==> config.mk <==
export PLATFORM = sky130hd
export DESIGN_NAME = ssq_sequencer
export DESIGN_NICKNAME = d
export VERILOG_FILES = /design/src/ssq_pkg.sv /design/src/ssq_sequencer.sv
export SDC_FILE = /design/constraint.sdc
export NUM_CORES = 2
export LEC_CHECK = 0
export BUFFER_PORTS_ARGS = -buffer_cell sky130_fd_sc_hd__buf_2
export CAP_MARGIN = 15
export CELL_PAD_IN_SITES_DETAIL_PLACEMENT = 0
export CELL_PAD_IN_SITES_GLOBAL_PLACEMENT = 1
export CORE_ASPECT_RATIO = 1.2
export CORE_MARGIN = 2
export CORE_UTILIZATION = 45
export CTS_CLUSTER_SIZE = 10
export DETAILED_ROUTE_END_ITERATION = 10
export GPL_ROUTABILITY_DRIVEN = 0
export PLACE_DENSITY_LB_ADDON = 0.2
export REMOVE_ABC_BUFFERS = 1
export SYNTH_ARGS = -nofsm -noshare
export SYNTH_HDL_FRONTEND = slang
export SYNTH_SLANG_ARGS = --single-unit
==> constraint.sdc <==
create_clock -name clk_sys -period 27.5 [get_ports clk_sys]
set_input_delay 8.25 -clock clk_sys [delete_from_list [all_inputs] [get_ports clk_sys]]
set_output_delay 8.25 -clock clk_sys [all_outputs]
set_load 0.03 [all_outputs]
==> src/ssq_pkg.sv <==
// Shared constants, types and register map of the shunt and bus conversion sequencer.
package ssq_pkg;

	// Register indices on the plain register port.
	localparam logic [3:0] SSQ_REG_CONFIG   = 4'h0;
	localparam logic [3:0] SSQ_REG_SHUNT    = 4'h1;
	localparam logic [3:0] SSQ_REG_BUS      = 4'h2;
	localparam logic [3:0] SSQ_REG_POWER    = 4'h3;
	localparam logic [3:0] SSQ_REG_CURRENT  = 4'h4;
	localparam logic [3:0] SSQ_REG_CAL      = 4'h5;
	localparam logic [3:0] SSQ_REG_STATUS   = 4'h6;
	localparam logic [3:0] SSQ_REG_IRQ_STAT = 4'h7;
	localparam logic [3:0] SSQ_REG_IRQ_MASK = 4'h8;

	// Operating mode codes.
	localparam logic [2:0] SSQ_MODE_PDOWN     = 3'h0;
	localparam logic [2:0] SSQ_MODE_SHUNT_TRG = 3'h1;
	localparam logic [2:0] SSQ_MODE_BUS_TRG   = 3'h2;
	localparam logic [2:0] SSQ_MODE_BOTH_TRG  = 3'h3;
	localparam logic [2:0] SSQ_MODE_ADC_OFF   = 3'h4;
	localparam logic [2:0] SSQ_MODE_SHUNT_CNT = 3'h5;
	localparam logic [2:0] SSQ_MODE_BUS_CNT   = 3'h6;
	localparam logic [2:0] SSQ_MODE_BOTH_CNT  = 3'h7;

	// Mode code bit meanings: bit 0 shunt, bit 1 bus, bit 2 continuous.
	localparam int SSQ_MODE_SHUNT_BIT = 0;
	localparam int SSQ_MODE_BUS_BIT   = 1;
	localparam int SSQ_MODE_CONT_BIT  = 2;

	// Status and interrupt bit positions.
	localparam int SSQ_ST_READY_BIT = 0;
	localparam int SSQ_ST_BUSY_BIT  = 1;
	localparam int SSQ_IRQ_DONE_BIT = 0;
	localparam int SSQ_IRQ_WAKE_BIT = 1;
	localparam int SSQ_IRQ_W        = 2;

	// Timing: conversion time per sample and power-down recovery.
	localparam int SSQ_CLK_MHZ      = 200;
	localparam int SSQ_CONV_TIME_US = 532;
	localparam int SSQ_WAKE_TIME_US = 40;
	localparam int SSQ_CONV_CYCLES  = SSQ_CONV_TIME_US * SSQ_CLK_MHZ;
	localparam int SSQ_WAKE_CYCLES  = SSQ_WAKE_TIME_US * SSQ_CLK_MHZ;
	localparam int SSQ_TIMER_W      = 20;

	// Arithmetic scaling of the background current and power calculation.
	localparam int SSQ_CUR_SHIFT = 12;
	localparam logic [31:0] SSQ_PWR_DIV = 32'h0000_1388;

	// Reset values.
	localparam logic [15:0] SSQ_CONFIG_RST = 16'h0007;

	// Configuration register layout.
	typedef struct packed {
		logic [6:0] rsvd;
		logic [2:0] bus_averaging_field;
		logic [2:0] shunt_averaging_field;
		logic [2:0] mode;
	} ssq_cfg_t;

	// Result registers that are committed together.
	typedef struct packed {
		logic [15:0] shunt;
		logic [15:0] bus;
		logic [15:0] current;
		logic [15:0] power;
	} ssq_res_t;

	// Register port request.
	typedef struct packed {
		logic [3:0]  addr;
		logic [15:0] wdata;
		logic        wr;
		logic        rd;
	} ssq_req_t;

	// Sequencer states.
	typedef enum logic [2:0] {
		SSQ_IDLE,
		SSQ_WAKE,
		SSQ_SHUNT,
		SSQ_BUS,
		SSQ_CALC
	} ssq_state_t;

endpackage

==> src/ssq_sequencer.sv <==
// Conversion sequencer with result, status, interrupt and register logic of the current and power monitor.
//
// The implementer's own choices: the address map and the plain strobed port.

// Summary of operation
// - Continuous shunt-and-bus mode repeatedly converts shunt, averaging 2 to the power shunt_averaging_field samples.
// - After the shunt average, each cycle converts bus with 2 to the power bus_averaging_field samples.
// - Modes also convert only shunt or only bus, continuous or single triggered.
// - Current and power are computed in background, adding no conversion time.
// - Leaving power-down waits a recovery interval; host waits it before expecting results.
// - ADC-off mode halts all conversion until a different mode is written.
// - Every write of a triggered mode starts one single-shot, even if unchanged.
// - Results readable anytime and hold last completed conversion until replaced.
// - conversion_ready_flag sets only after conversions, averaging and multiplication finish.
// - Configuration writes clear the flag, except writes selecting power-down or ADC-off.
// - Reading the status register clears the flag.
// - A single-shot started by the convert input clears the flag.
// - Current and power stay zero until calibration is written, then follow measurements.
module ssq_sequencer
	import ssq_pkg::*;
#(
	parameter int CONV_CYCLES = ssq_pkg::SSQ_CONV_CYCLES,
	parameter int WAKE_CYCLES = ssq_pkg::SSQ_WAKE_CYCLES
)
(
	// Clock and reset.
	input  wire logic               clk_sys,
	input  wire logic               rst,
	// Register port.
	input  wire ssq_pkg::ssq_req_t  req,
	output logic [15:0]             rd_data,
	// Convert pin and sample inputs from the converter front end.
	input  wire logic               convert_pin,
	input  wire logic [15:0]        shunt_sample,
	input  wire logic [15:0]        bus_sample,
	// Status outputs.
	output logic                    conversion_ready_flag,
	output logic                    irq
);
	import ssq_pkg::*;

	localparam logic [SSQ_TIMER_W-1:0] CONV_LAST = SSQ_TIMER_W'(CONV_CYCLES - 1);
	localparam logic [SSQ_TIMER_W-1:0] WAKE_LAST = SSQ_TIMER_W'(WAKE_CYCLES - 1);

	ssq_state_t              st_q,     st_d;
	ssq_cfg_t                cfg_q,    cfg_d;
	ssq_res_t                res_q,    res_d;
	logic [15:0]             cal_q,    cal_d;
	logic                    cal_ok_q, cal_ok_d;
	logic                    ready_q,  ready_d;
	logic                    pend_q,   pend_d;
	logic [SSQ_TIMER_W-1:0]  tmr_q,    tmr_d;
	logic [7:0]              cnt_q,    cnt_d;
	logic [22:0]             acc_q,    acc_d;
	logic [15:0]             sh_tmp_q, sh_tmp_d;
	logic [15:0]             bu_tmp_q, bu_tmp_d;
	logic [SSQ_IRQ_W-1:0]    ist_q,    ist_d;
	logic [SSQ_IRQ_W-1:0]    imsk_q,   imsk_d;
	logic [15:0]             rd_q,     rd_d;
	logic                    irq_q,    irq_d;
	logic                    pin_s1_q, pin_s2_q, pin_s3_q;

	logic                    cfg_wr, stat_rd, pin_rise, pin_trig, quiet_mode;
	logic [2:0]              avg_code;
	logic [7:0]              avg_last;
	logic [22:0]             acc_sum;
	logic [31:0]             cur_prod, pwr_prod;
	logic [15:0]             cur_val, pwr_val;
	ssq_cfg_t                wcfg;

	// Convert pin synchroniser; only the second stage and the edge register are read by logic.
	always_ff @(posedge clk_sys)
	begin
		if (rst)
		begin
			pin_s1_q <= 1'b0;
			pin_s2_q <= 1'b0;
			pin_s3_q <= 1'b0;
		end
		else
		begin
			pin_s1_q <= convert_pin;
			pin_s2_q <= pin_s1_q;
			pin_s3_q <= pin_s2_q;
		end
	end

	// Decodes and background arithmetic, evaluated every cycle; the products are used in the calculation cycle only.
	always_comb
	begin
		wcfg       = ssq_cfg_t'(req.wdata);
		cfg_wr     = req.wr && (req.addr == SSQ_REG_CONFIG);
		stat_rd    = req.rd && (req.addr == SSQ_REG_STATUS);
		pin_rise   = pin_s2_q && !pin_s3_q;
		pin_trig   = pin_rise && !cfg_q.mode[SSQ_MODE_CONT_BIT] && (cfg_q.mode != SSQ_MODE_PDOWN);
		quiet_mode = (wcfg.mode == SSQ_MODE_PDOWN) || (wcfg.mode == SSQ_MODE_ADC_OFF);
		avg_code   = (st_q == SSQ_BUS) ? cfg_q.bus_averaging_field : cfg_q.shunt_averaging_field;
		avg_last   = 8'((9'h001 << avg_code) - 9'h001);
		acc_sum    = acc_q + {7'h00, (st_q == SSQ_BUS) ? bus_sample : shunt_sample};
		cur_prod   = sh_tmp_q * cal_q;
		cur_val    = cur_prod[SSQ_CUR_SHIFT +: 16];
		pwr_prod   = cur_val * bu_tmp_q;
		pwr_val    = 16'(pwr_prod / SSQ_PWR_DIV);
	end

	// Next-state logic of the sequencer, result registers, flags and register port.
	always_comb
	begin
		st_d     = st_q;
		cfg_d    = cfg_q;
		res_d    = res_q;
		cal_d    = cal_q;
		cal_ok_d = cal_ok_q;
		ready_d  = ready_q;
		pend_d   = pend_q;
		tmr_d    = tmr_q;
		cnt_d    = cnt_q;
		acc_d    = acc_q;
		sh_tmp_d = sh_tmp_q;
		bu_tmp_d = bu_tmp_q;
		ist_d    = ist_q;
		imsk_d   = imsk_q;
		rd_d     = 16'h0000;

		// Sequencer proper; sampling waits a full conversion time per sample.
		case (st_q)
			SSQ_IDLE:
			begin
				tmr_d = '0;
				cnt_d = '0;
				acc_d = '0;
				if (cfg_q.mode[SSQ_MODE_CONT_BIT] || pend_q)
				begin
					if (cfg_q.mode == SSQ_MODE_ADC_OFF)
						st_d = SSQ_IDLE;
					else if (cfg_q.mode[SSQ_MODE_SHUNT_BIT])
						st_d = SSQ_SHUNT;
					else
						st_d = SSQ_BUS;
					pend_d = 1'b0;
				end
			end
			SSQ_WAKE:
			begin
				tmr_d = tmr_q + 1'b1;
				if (tmr_q == WAKE_LAST)
				begin
					st_d = SSQ_IDLE;
					ist_d[SSQ_IRQ_WAKE_BIT] = 1'b1;
				end
			end
			SSQ_SHUNT, SSQ_BUS:
			begin
				tmr_d = tmr_q + 1'b1;
				if (tmr_q == CONV_LAST)
				begin
					tmr_d = '0;
					acc_d = acc_sum;
					cnt_d = cnt_q + 1'b1;
					if (cnt_q == avg_last)
					begin
						acc_d = '0;
						cnt_d = '0;
						if (st_q == SSQ_SHUNT)
						begin
							sh_tmp_d = 16'(acc_sum >> avg_code);
							st_d = cfg_q.mode[SSQ_MODE_BUS_BIT] ? SSQ_BUS : SSQ_CALC;
						end
						else
						begin
							bu_tmp_d = 16'(acc_sum >> avg_code);
							st_d = SSQ_CALC;
						end
					end
				end
			end
			SSQ_CALC:
			begin
				// All results change in this one cycle, so a read never sees a mixed set.
				res_d.shunt   = sh_tmp_q;
				res_d.bus     = bu_tmp_q;
				res_d.current = cal_ok_q ? cur_val : 16'h0000;
				res_d.power   = cal_ok_q ? pwr_val : 16'h0000;
				st_d          = SSQ_IDLE;
				ist_d[SSQ_IRQ_DONE_BIT] = 1'b1;
			end
			default:
				st_d = SSQ_IDLE;
		endcase

		// Convert pin starts a single shot in triggered modes.
		if (pin_trig)
		begin
			pend_d  = 1'b1;
			ready_d = 1'b0;
		end

		// Register reads; data stands in the following cycle.
		if (req.rd)
		begin
			case (req.addr)
				SSQ_REG_CONFIG:   rd_d = cfg_q;
				SSQ_REG_SHUNT:    rd_d = res_q.shunt;
				SSQ_REG_BUS:      rd_d = res_q.bus;
				SSQ_REG_POWER:    rd_d = res_q.power;
				SSQ_REG_CURRENT:  rd_d = res_q.current;
				SSQ_REG_CAL:      rd_d = cal_q;
				SSQ_REG_STATUS:   rd_d = {14'h0000, st_q != SSQ_IDLE, ready_q};
				SSQ_REG_IRQ_STAT: rd_d = {14'h0000, ist_q};
				SSQ_REG_IRQ_MASK: rd_d = {14'h0000, imsk_q};
				default:          rd_d = 16'h0000;
			endcase
		end
		if (stat_rd)
			ready_d = 1'b0;

		// Register writes; a configuration write aborts any conversion in progress.
		if (req.wr)
		begin
			case (req.addr)
				SSQ_REG_CONFIG:
				begin
					cfg_d      = wcfg;
					cfg_d.rsvd = '0;
					tmr_d      = '0;
					pend_d     = !wcfg.mode[SSQ_MODE_CONT_BIT] && (wcfg.mode != SSQ_MODE_PDOWN);
					if (wcfg.mode == SSQ_MODE_PDOWN)
						st_d = SSQ_IDLE;
					else if (cfg_q.mode == SSQ_MODE_PDOWN || st_q == SSQ_WAKE)
						st_d = SSQ_WAKE;
					else
						st_d = SSQ_IDLE;
					if (!quiet_mode)
						ready_d = 1'b0;
				end
				SSQ_REG_CAL:
				begin
					cal_d    = req.wdata;
					cal_ok_d = 1'b1;
				end
				SSQ_REG_IRQ_STAT: ist_d  = ist_d & ~req.wdata[SSQ_IRQ_W-1:0];
				SSQ_REG_IRQ_MASK: imsk_d = req.wdata[SSQ_IRQ_W-1:0];
				default:          cal_d  = cal_q;
			endcase
		end

		// Events win over clears issued in the same cycle.
		if (st_q == SSQ_CALC)
			ready_d = 1'b1;
		if (st_q == SSQ_CALC)
			ist_d[SSQ_IRQ_DONE_BIT] = 1'b1;
		if (st_q == SSQ_WAKE && tmr_q == WAKE_LAST)
			ist_d[SSQ_IRQ_WAKE_BIT] = 1'b1;
		irq_d = |(ist_d & imsk_d);
	end

	// State registers of the whole block except the convert pin synchroniser.
	always_ff @(posedge clk_sys)
	begin
		if (rst)
		begin
			st_q     <= SSQ_IDLE;
			cfg_q    <= ssq_cfg_t'(SSQ_CONFIG_RST);
			res_q    <= '0;
			cal_q    <= '0;
			cal_ok_q <= 1'b0;
			ready_q  <= 1'b0;
			pend_q   <= 1'b0;
			tmr_q    <= '0;
			cnt_q    <= '0;
			acc_q    <= '0;
			sh_tmp_q <= '0;
			bu_tmp_q <= '0;
			ist_q    <= '0;
			imsk_q   <= '0;
			rd_q     <= '0;
			irq_q    <= 1'b0;
		end
		else
		begin
			st_q     <= st_d;
			cfg_q    <= cfg_d;
			res_q    <= res_d;
			cal_q    <= cal_d;
			cal_ok_q <= cal_ok_d;
			ready_q  <= ready_d;
			pend_q   <= pend_d;
			tmr_q    <= tmr_d;
			cnt_q    <= cnt_d;
			acc_q    <= acc_d;
			sh_tmp_q <= sh_tmp_d;
			bu_tmp_q <= bu_tmp_d;
			ist_q    <= ist_d;
			imsk_q   <= imsk_d;
			rd_q     <= rd_d;
			irq_q    <= irq_d;
		end
	end

	assign rd_data               = rd_q;
	assign conversion_ready_flag = ready_q;
	assign irq                   = irq_q;
endmodule

[Word-level counts from Yosys, hierarchy flattened]
Cells that the tools add are included.
Operators by class
  muxes and demuxes: 48
  add/subtract/negate cells: 4
  reduce and logical (&&, ||, !) cells: 28
  divide/modulo/power cells: 1
  equal/unequal tests: 18
  shift operators: 2
  bitwise operators: 5
  $mul: 2
  order comparisons: 0
Operators by type and width (count)
  one-hot mux 16 bit (9 select lines): 1
  2-to-1 mux 20 bit: 3
  one-hot mux 20 bit (3 select lines): 1
  2-to-1 mux 16 bit: 3
  2-to-1 mux 23 bit: 2
  one-hot mux 23 bit (2 select lines): 1
  divider 32 x 13 -> 32 bit (second input constant): 1
  multiplier 16 x 16 -> 32 bit: 1
  multiplier 16 x 16 -> 28 bit: 1
  2-to-1 mux 3 bit: 9
  adder 23 x 16 -> 23 bit: 1
  >> shifter 23 x 3 -> 16 bit: 1
  adder 20 x 1 -> 20 bit (second input constant): 1
  == test 20 x 13 -> 1 bit (second input constant): 1
  == test 20 x 17 -> 1 bit (second input constant): 1
  2-to-1 mux 1 bit: 19
  == test 4 x 3 -> 1 bit (second input constant): 4
  2-to-1 mux 8 bit: 2
  one-hot mux 8 bit (2 select lines): 1
  2-to-1 mux 2 bit: 5
  == test 3 bit (second input constant): 3
  zero test 3 bit: 3
  one-hot mux 3 bit (3 select lines): 1
  nonzero test 3 bit: 3
  other kinds (21): 39
Storage, ports and cells
  bits in read-only memories: 0
  memories kept: 0
  register bits after elaboration: 202
  input bits: 57
  word-level logic and storage cells: 132
  memory bits (writable): 0
  latch bits: 0

[Logic depth before layout (Yosys ltp)]
  word-level depth: 10
  mapped depth: 129
  gate-level depth less buffers: 115

[Worst setup path after synthesis]
No wires, ideal clock.
  kind: register to register
  start point: reg cal_q[3]
  end point: reg res_q[0] (netlist name)
  slack: -0.444 ns
  arrival: 27.810 ns
  library setup time: 0.134 ns
  stages on the path, launching flop included: 118
  buffers on the path: 8
  period minus slack after synthesis: 27.944 ns
  path through: dfxtp_1 > clkbuf_1 > clkbuf_1 > nand2_1 > fa_1 > inv_1 > fa_1 > ha_1 > fa_1 > inv_1 > fa_1 > fa_1 > inv_1 > ha_1 > o21ai_0 > a21oi_1 > o21ai_0 > nand2b_1 > (+82 left out) > o31ai_2 > o21ai_1 > a32oi_1 > o21ai_1 > and3_1 > nor2_1 > nor2_1 > or4_1 > a211oi_2 > a21oi_2 > o21ai_1 > a21oi_1 > xnor2_2 > mux2i_1 > and2_1 > nand3b_1 > a221oi_1 > o32ai_1
Between the ends
  cells in the longest elaborated chain, start to end: 4
Ends and longest elaborated chain
  start, declared: line ssq_sequencer.sv:48  | logic [15:0] cal_q, cal_d;
  start signal, assigned: line ssq_sequencer.sv:284  | cal_q <= cal_d;
  multiplier 16 x 16 -> 28 bit: line ssq_sequencer.sv:100  | cur_prod = sh_tmp_q * cal_q;
  multiplier 16 x 16 -> 32 bit: line ssq_sequencer.sv:102  | pwr_prod = cur_val * bu_tmp_q;
  divider 32 x 13 -> 32 bit: line ssq_sequencer.sv:103  | pwr_val = 16'(pwr_prod / SSQ_PWR_DIV);
  2-to-1 mux 16 bit: line ssq_sequencer.sv:183  | res_d.power = cal_ok_q ? pwr_val : 16'h0000;
  end signal, assigned: line ssq_sequencer.sv:283  | res_q <= res_d;
  end, declared: line ssq_sequencer.sv:47  | ssq_res_t res_q, res_d;
Every way passes these cells.
A chain may end at the register's enable or synchronous reset.

[Final worst setup path]
Same ends and word-level chain as after synthesis.

==> results.toml <==
[die]
core_area_sq_um = 73500
fp.dieW_um = 252
row_count = 109
start_util_pct = 45.3
die_area_sq_um = 76300
die_h_um = 302
io_pins = 75

[drt]
vias = 31900
drtAntennaViolNets = 0
route.detailed.drc = 0
via_per_inst = 5.50
wl_um = 100000
wire_per_inst_um = 17.3
drtIter0Drc = 1808
dr.pass1.iters = 5

[placement]
dpl_cell_area_sq_um = 39600
dpl.hpwl_um = 80400
dpl_worst_slack_ns = -0.811
port_buffers = 74

[synthesis]
ys_warn_count = 0
yosysMostFrequentCell = "nand2_1"
synth-seq-area-share_pct = 12.1
syn_area_sq_um = 33300
synth_largest_area_cell = "fa_1"
ys_async_sr_fraction_pct = 0
netlist_instances = 4175
synth-seq-cells = 202
synth_edf_count = 0
synth.area.top_cells = "fa_1 (23%), dfxtp_1 (12%), ha_1 (7.6%), nand2_1 (6.9%), and2_1 (5.8%)"
synth-simple-area-share_pct = 23.4
yosysTopAreaCellShare_pct = 23.0
ys_types = 127
synth_compound_area_share_pct = 18.7
synth_flop_cell = "dfxtp_1"
synth-xor-area-share_pct = 4.84
synth_top_family_by_area = "adder cells"
synth_commonest_cells = "nand2_1 (610), inv_1 (428), fa_1 (383)"
synthMuxAreaShare_pct = 2.89
synth_area_per_cell_sq_um = 7.98
yosys.area_share.adder_pct = 30.8

[global_route]
grt_pass1_wl_um = 165000
grt_usage_pct = 26.1
grt_pass1_vias = 32100
grt_antenna_before_repair = 3
grt-ovfl-total = 0
grt_max_degree = 76

[finish]
area_delta_synth_final_pct = 26.3
finish.instance_area_sq_um = 42100
num-nets-final = 5505
nFillCells = 6903
layout-drive-gt1-share_pct = 25.3
final_util_pct = 57.3

[sta]
rsz0062_at_grt = "true"
skew_ns = 0.0138
drv_slew = 0
timing.hold.ws_ns = 0.440
setup_ws_ns = -0.0979
finalHoldViolCount = 0
period_share_pct = 100
finalSetupViolCount = 2
period_needed_ns = 27.60
max_freq_ghz = 0.0362
worst_pin_slew_ns = 1.11
slew_headroom_pct = 25.2

[run]
drv_cap = 0

[min_path]
hold_class = "reg -> reg"

[power]
combPwrFrac_pct = 8.1
switchingPower_uw = 158
power_per_cell_area_nw_per_um2 = 15.0
switching_share_pct = 25.0
p_int_uw = 475
leakage_nw = 19.5
ir_worst_vdd_mv = 0.0309
pwr-share-clk_pct = 45.0
seqPwrFrac_pct = 46.9

[cts]
insertion_delay_ns = 0.53
numCtsBuffers = 25
cts_buffer_depth = 3
htreeDepth = 1
root_buffer = "clkbuf_16"
cts_hold_buf = 0
path_clk_slew_ns = 0.05
clock_sinks = 202
cts_tree = "done"

[setup_path]
path_class = "reg -> reg"
crit_path_max_fanout = 11
start_kind = "flip-flop"
worstSetupEndpointType = "flip-flop"
cpPeakStageDelay_ns = 0.55
cpMaxStageDelayCell = "fa_1"
arrival_ns = 27.97
required_ns = 27.87

[run_status]
outcome = "finished with violations"
violations = "negative setup slack"
metal layers:
metal,wire [um],vias to the layer above,global-route usage (%)
li1,-,15500,-
met1,43300,15600,33.9
met2,51000,652,47.3
met3,3490,157,1.66
met4,2550,0,6.57
met5,0,-,0
power by group through the flow:
stage / Clock, mW / Combinational (mW) / Sequential [mW]
after global placement: 0 / 0.0507 / 0.303
final: 0.285 / 0.0512 / 0.297
after floorplan: 0 / 0.0269 / 0.303
after CTS: 0.291 / 0.0510 / 0.297
after detailed placement: 0 / 0.0507 / 0.303
after global routing: 0.301 / 0.0559 / 0.297
cell usage in the layout (no fill, tap or decap), types with 32 or more instances in the layout:
cell type / count
o21ai_1: 38
a22oi_1: 70
ha_1: 199
nor2_1: 282
a31oi_1: 36
buf_2: 73
inv_1: 428
a21oi_1: 207
fa_1: 383
nor3_1: 82
o211ai_1: 35
xnor2_1: 109
mux2_2: 32
nand3_1: 52
xor2_1: 48
o21ai_0: 87
dfxtp_1: 190
nand2_1: 606
and2_1: 306
mux2i_1: 36
buf_4: 771
sequential cells by signal, indices dropped and copies added (netlist names), 8 cells and up:
| name | cells |
|---|---|
| cnt_q | 8 |
| rd_data | 16 |
| tmr_q | 20 |
| cal_q | 16 |
| acc_q | 23 |
| bu_tmp_q | 16 |
| cfg_q | 9 |
| sh_tmp_q | 16 |
| res_q | 64 |
final timing paths:
check / startpoint / end / slack [ns] / cells past startpoint
worst min-delay path: pin_s1_q / pin_s2_q / 0.44 / 1
worst max-delay path: cal_q[3] / res_q[0] / -0.1 / 123
worst max register to register: cal_q[3] / res_q[0] / -0.1 / 123
worst min register to register: pin_s1_q / pin_s2_q / 0.44 / 1
per-stage QoR:
step,instances,TNS (ns),total power [mW]
CTS,5769,0,0.638
global placement,5717,-0.857,0.354
global route,5810,-3.38,0.654
detailed placement,5717,-1.54,0.354
floorplan,3977,-2.48,0.330
finish,5810,-0.120,0.633
worst max-delay path: cells and delay by family, from the launching register on:
kind | cells | cell delay, ns
DFF | 1 | 0.36
adders and majority gates | 14 | 6.43
xor gates and xnor gates | 3 | 0.47
buffers and inverters | 24 | 3.05
muxes | 2 | 0.36
and+or+nand+nor | 28 | 6.52
AOI/OAI and AO/OA | 52 | 10.18
cells by family (layout without fill, tap and decap cells):
group	count (synthesis)	in the layout
and+or+nand+nor	1609	1609
muxes	87	87
xor gates and xnor gates	178	178
other	0	1
adders and majority gates	592	592
AOI/OAI and AO/OA	879	879
DFF	202	202
buffers and inverters	628	1319
area by class of cell:
| class | count | area, sq um | area share, % |
|---|---|---|---|
| antenna | 1 | 2.50 | 0.00595 |
| timing repair buffer | 858 | 6340 | 15.1 |
| clock inverter | 3 | 21.3 | 0.0505 |
| multi-input combinational | 3345 | 28200 | 67.0 |
| sequential | 202 | 4060 | 9.66 |
| inverter | 430 | 1610 | 3.84 |
| tap | 943 | 1180 | 2.80 |
| clock buffer | 28 | 647 | 1.54 |
repair_timing:
| action | 4_1_cts | 5_1_grt |
|---|---|---|
| pin swaps | 36 | 73 |
| buffers inserted | 21 | 39 |
| resized for setup | 109 | 166 |
| endpoints found under the hold margin | 0 | 0 |
| endpoints found under the setup margin | 2 | 4 |
(Power assumes the default switching activity.)
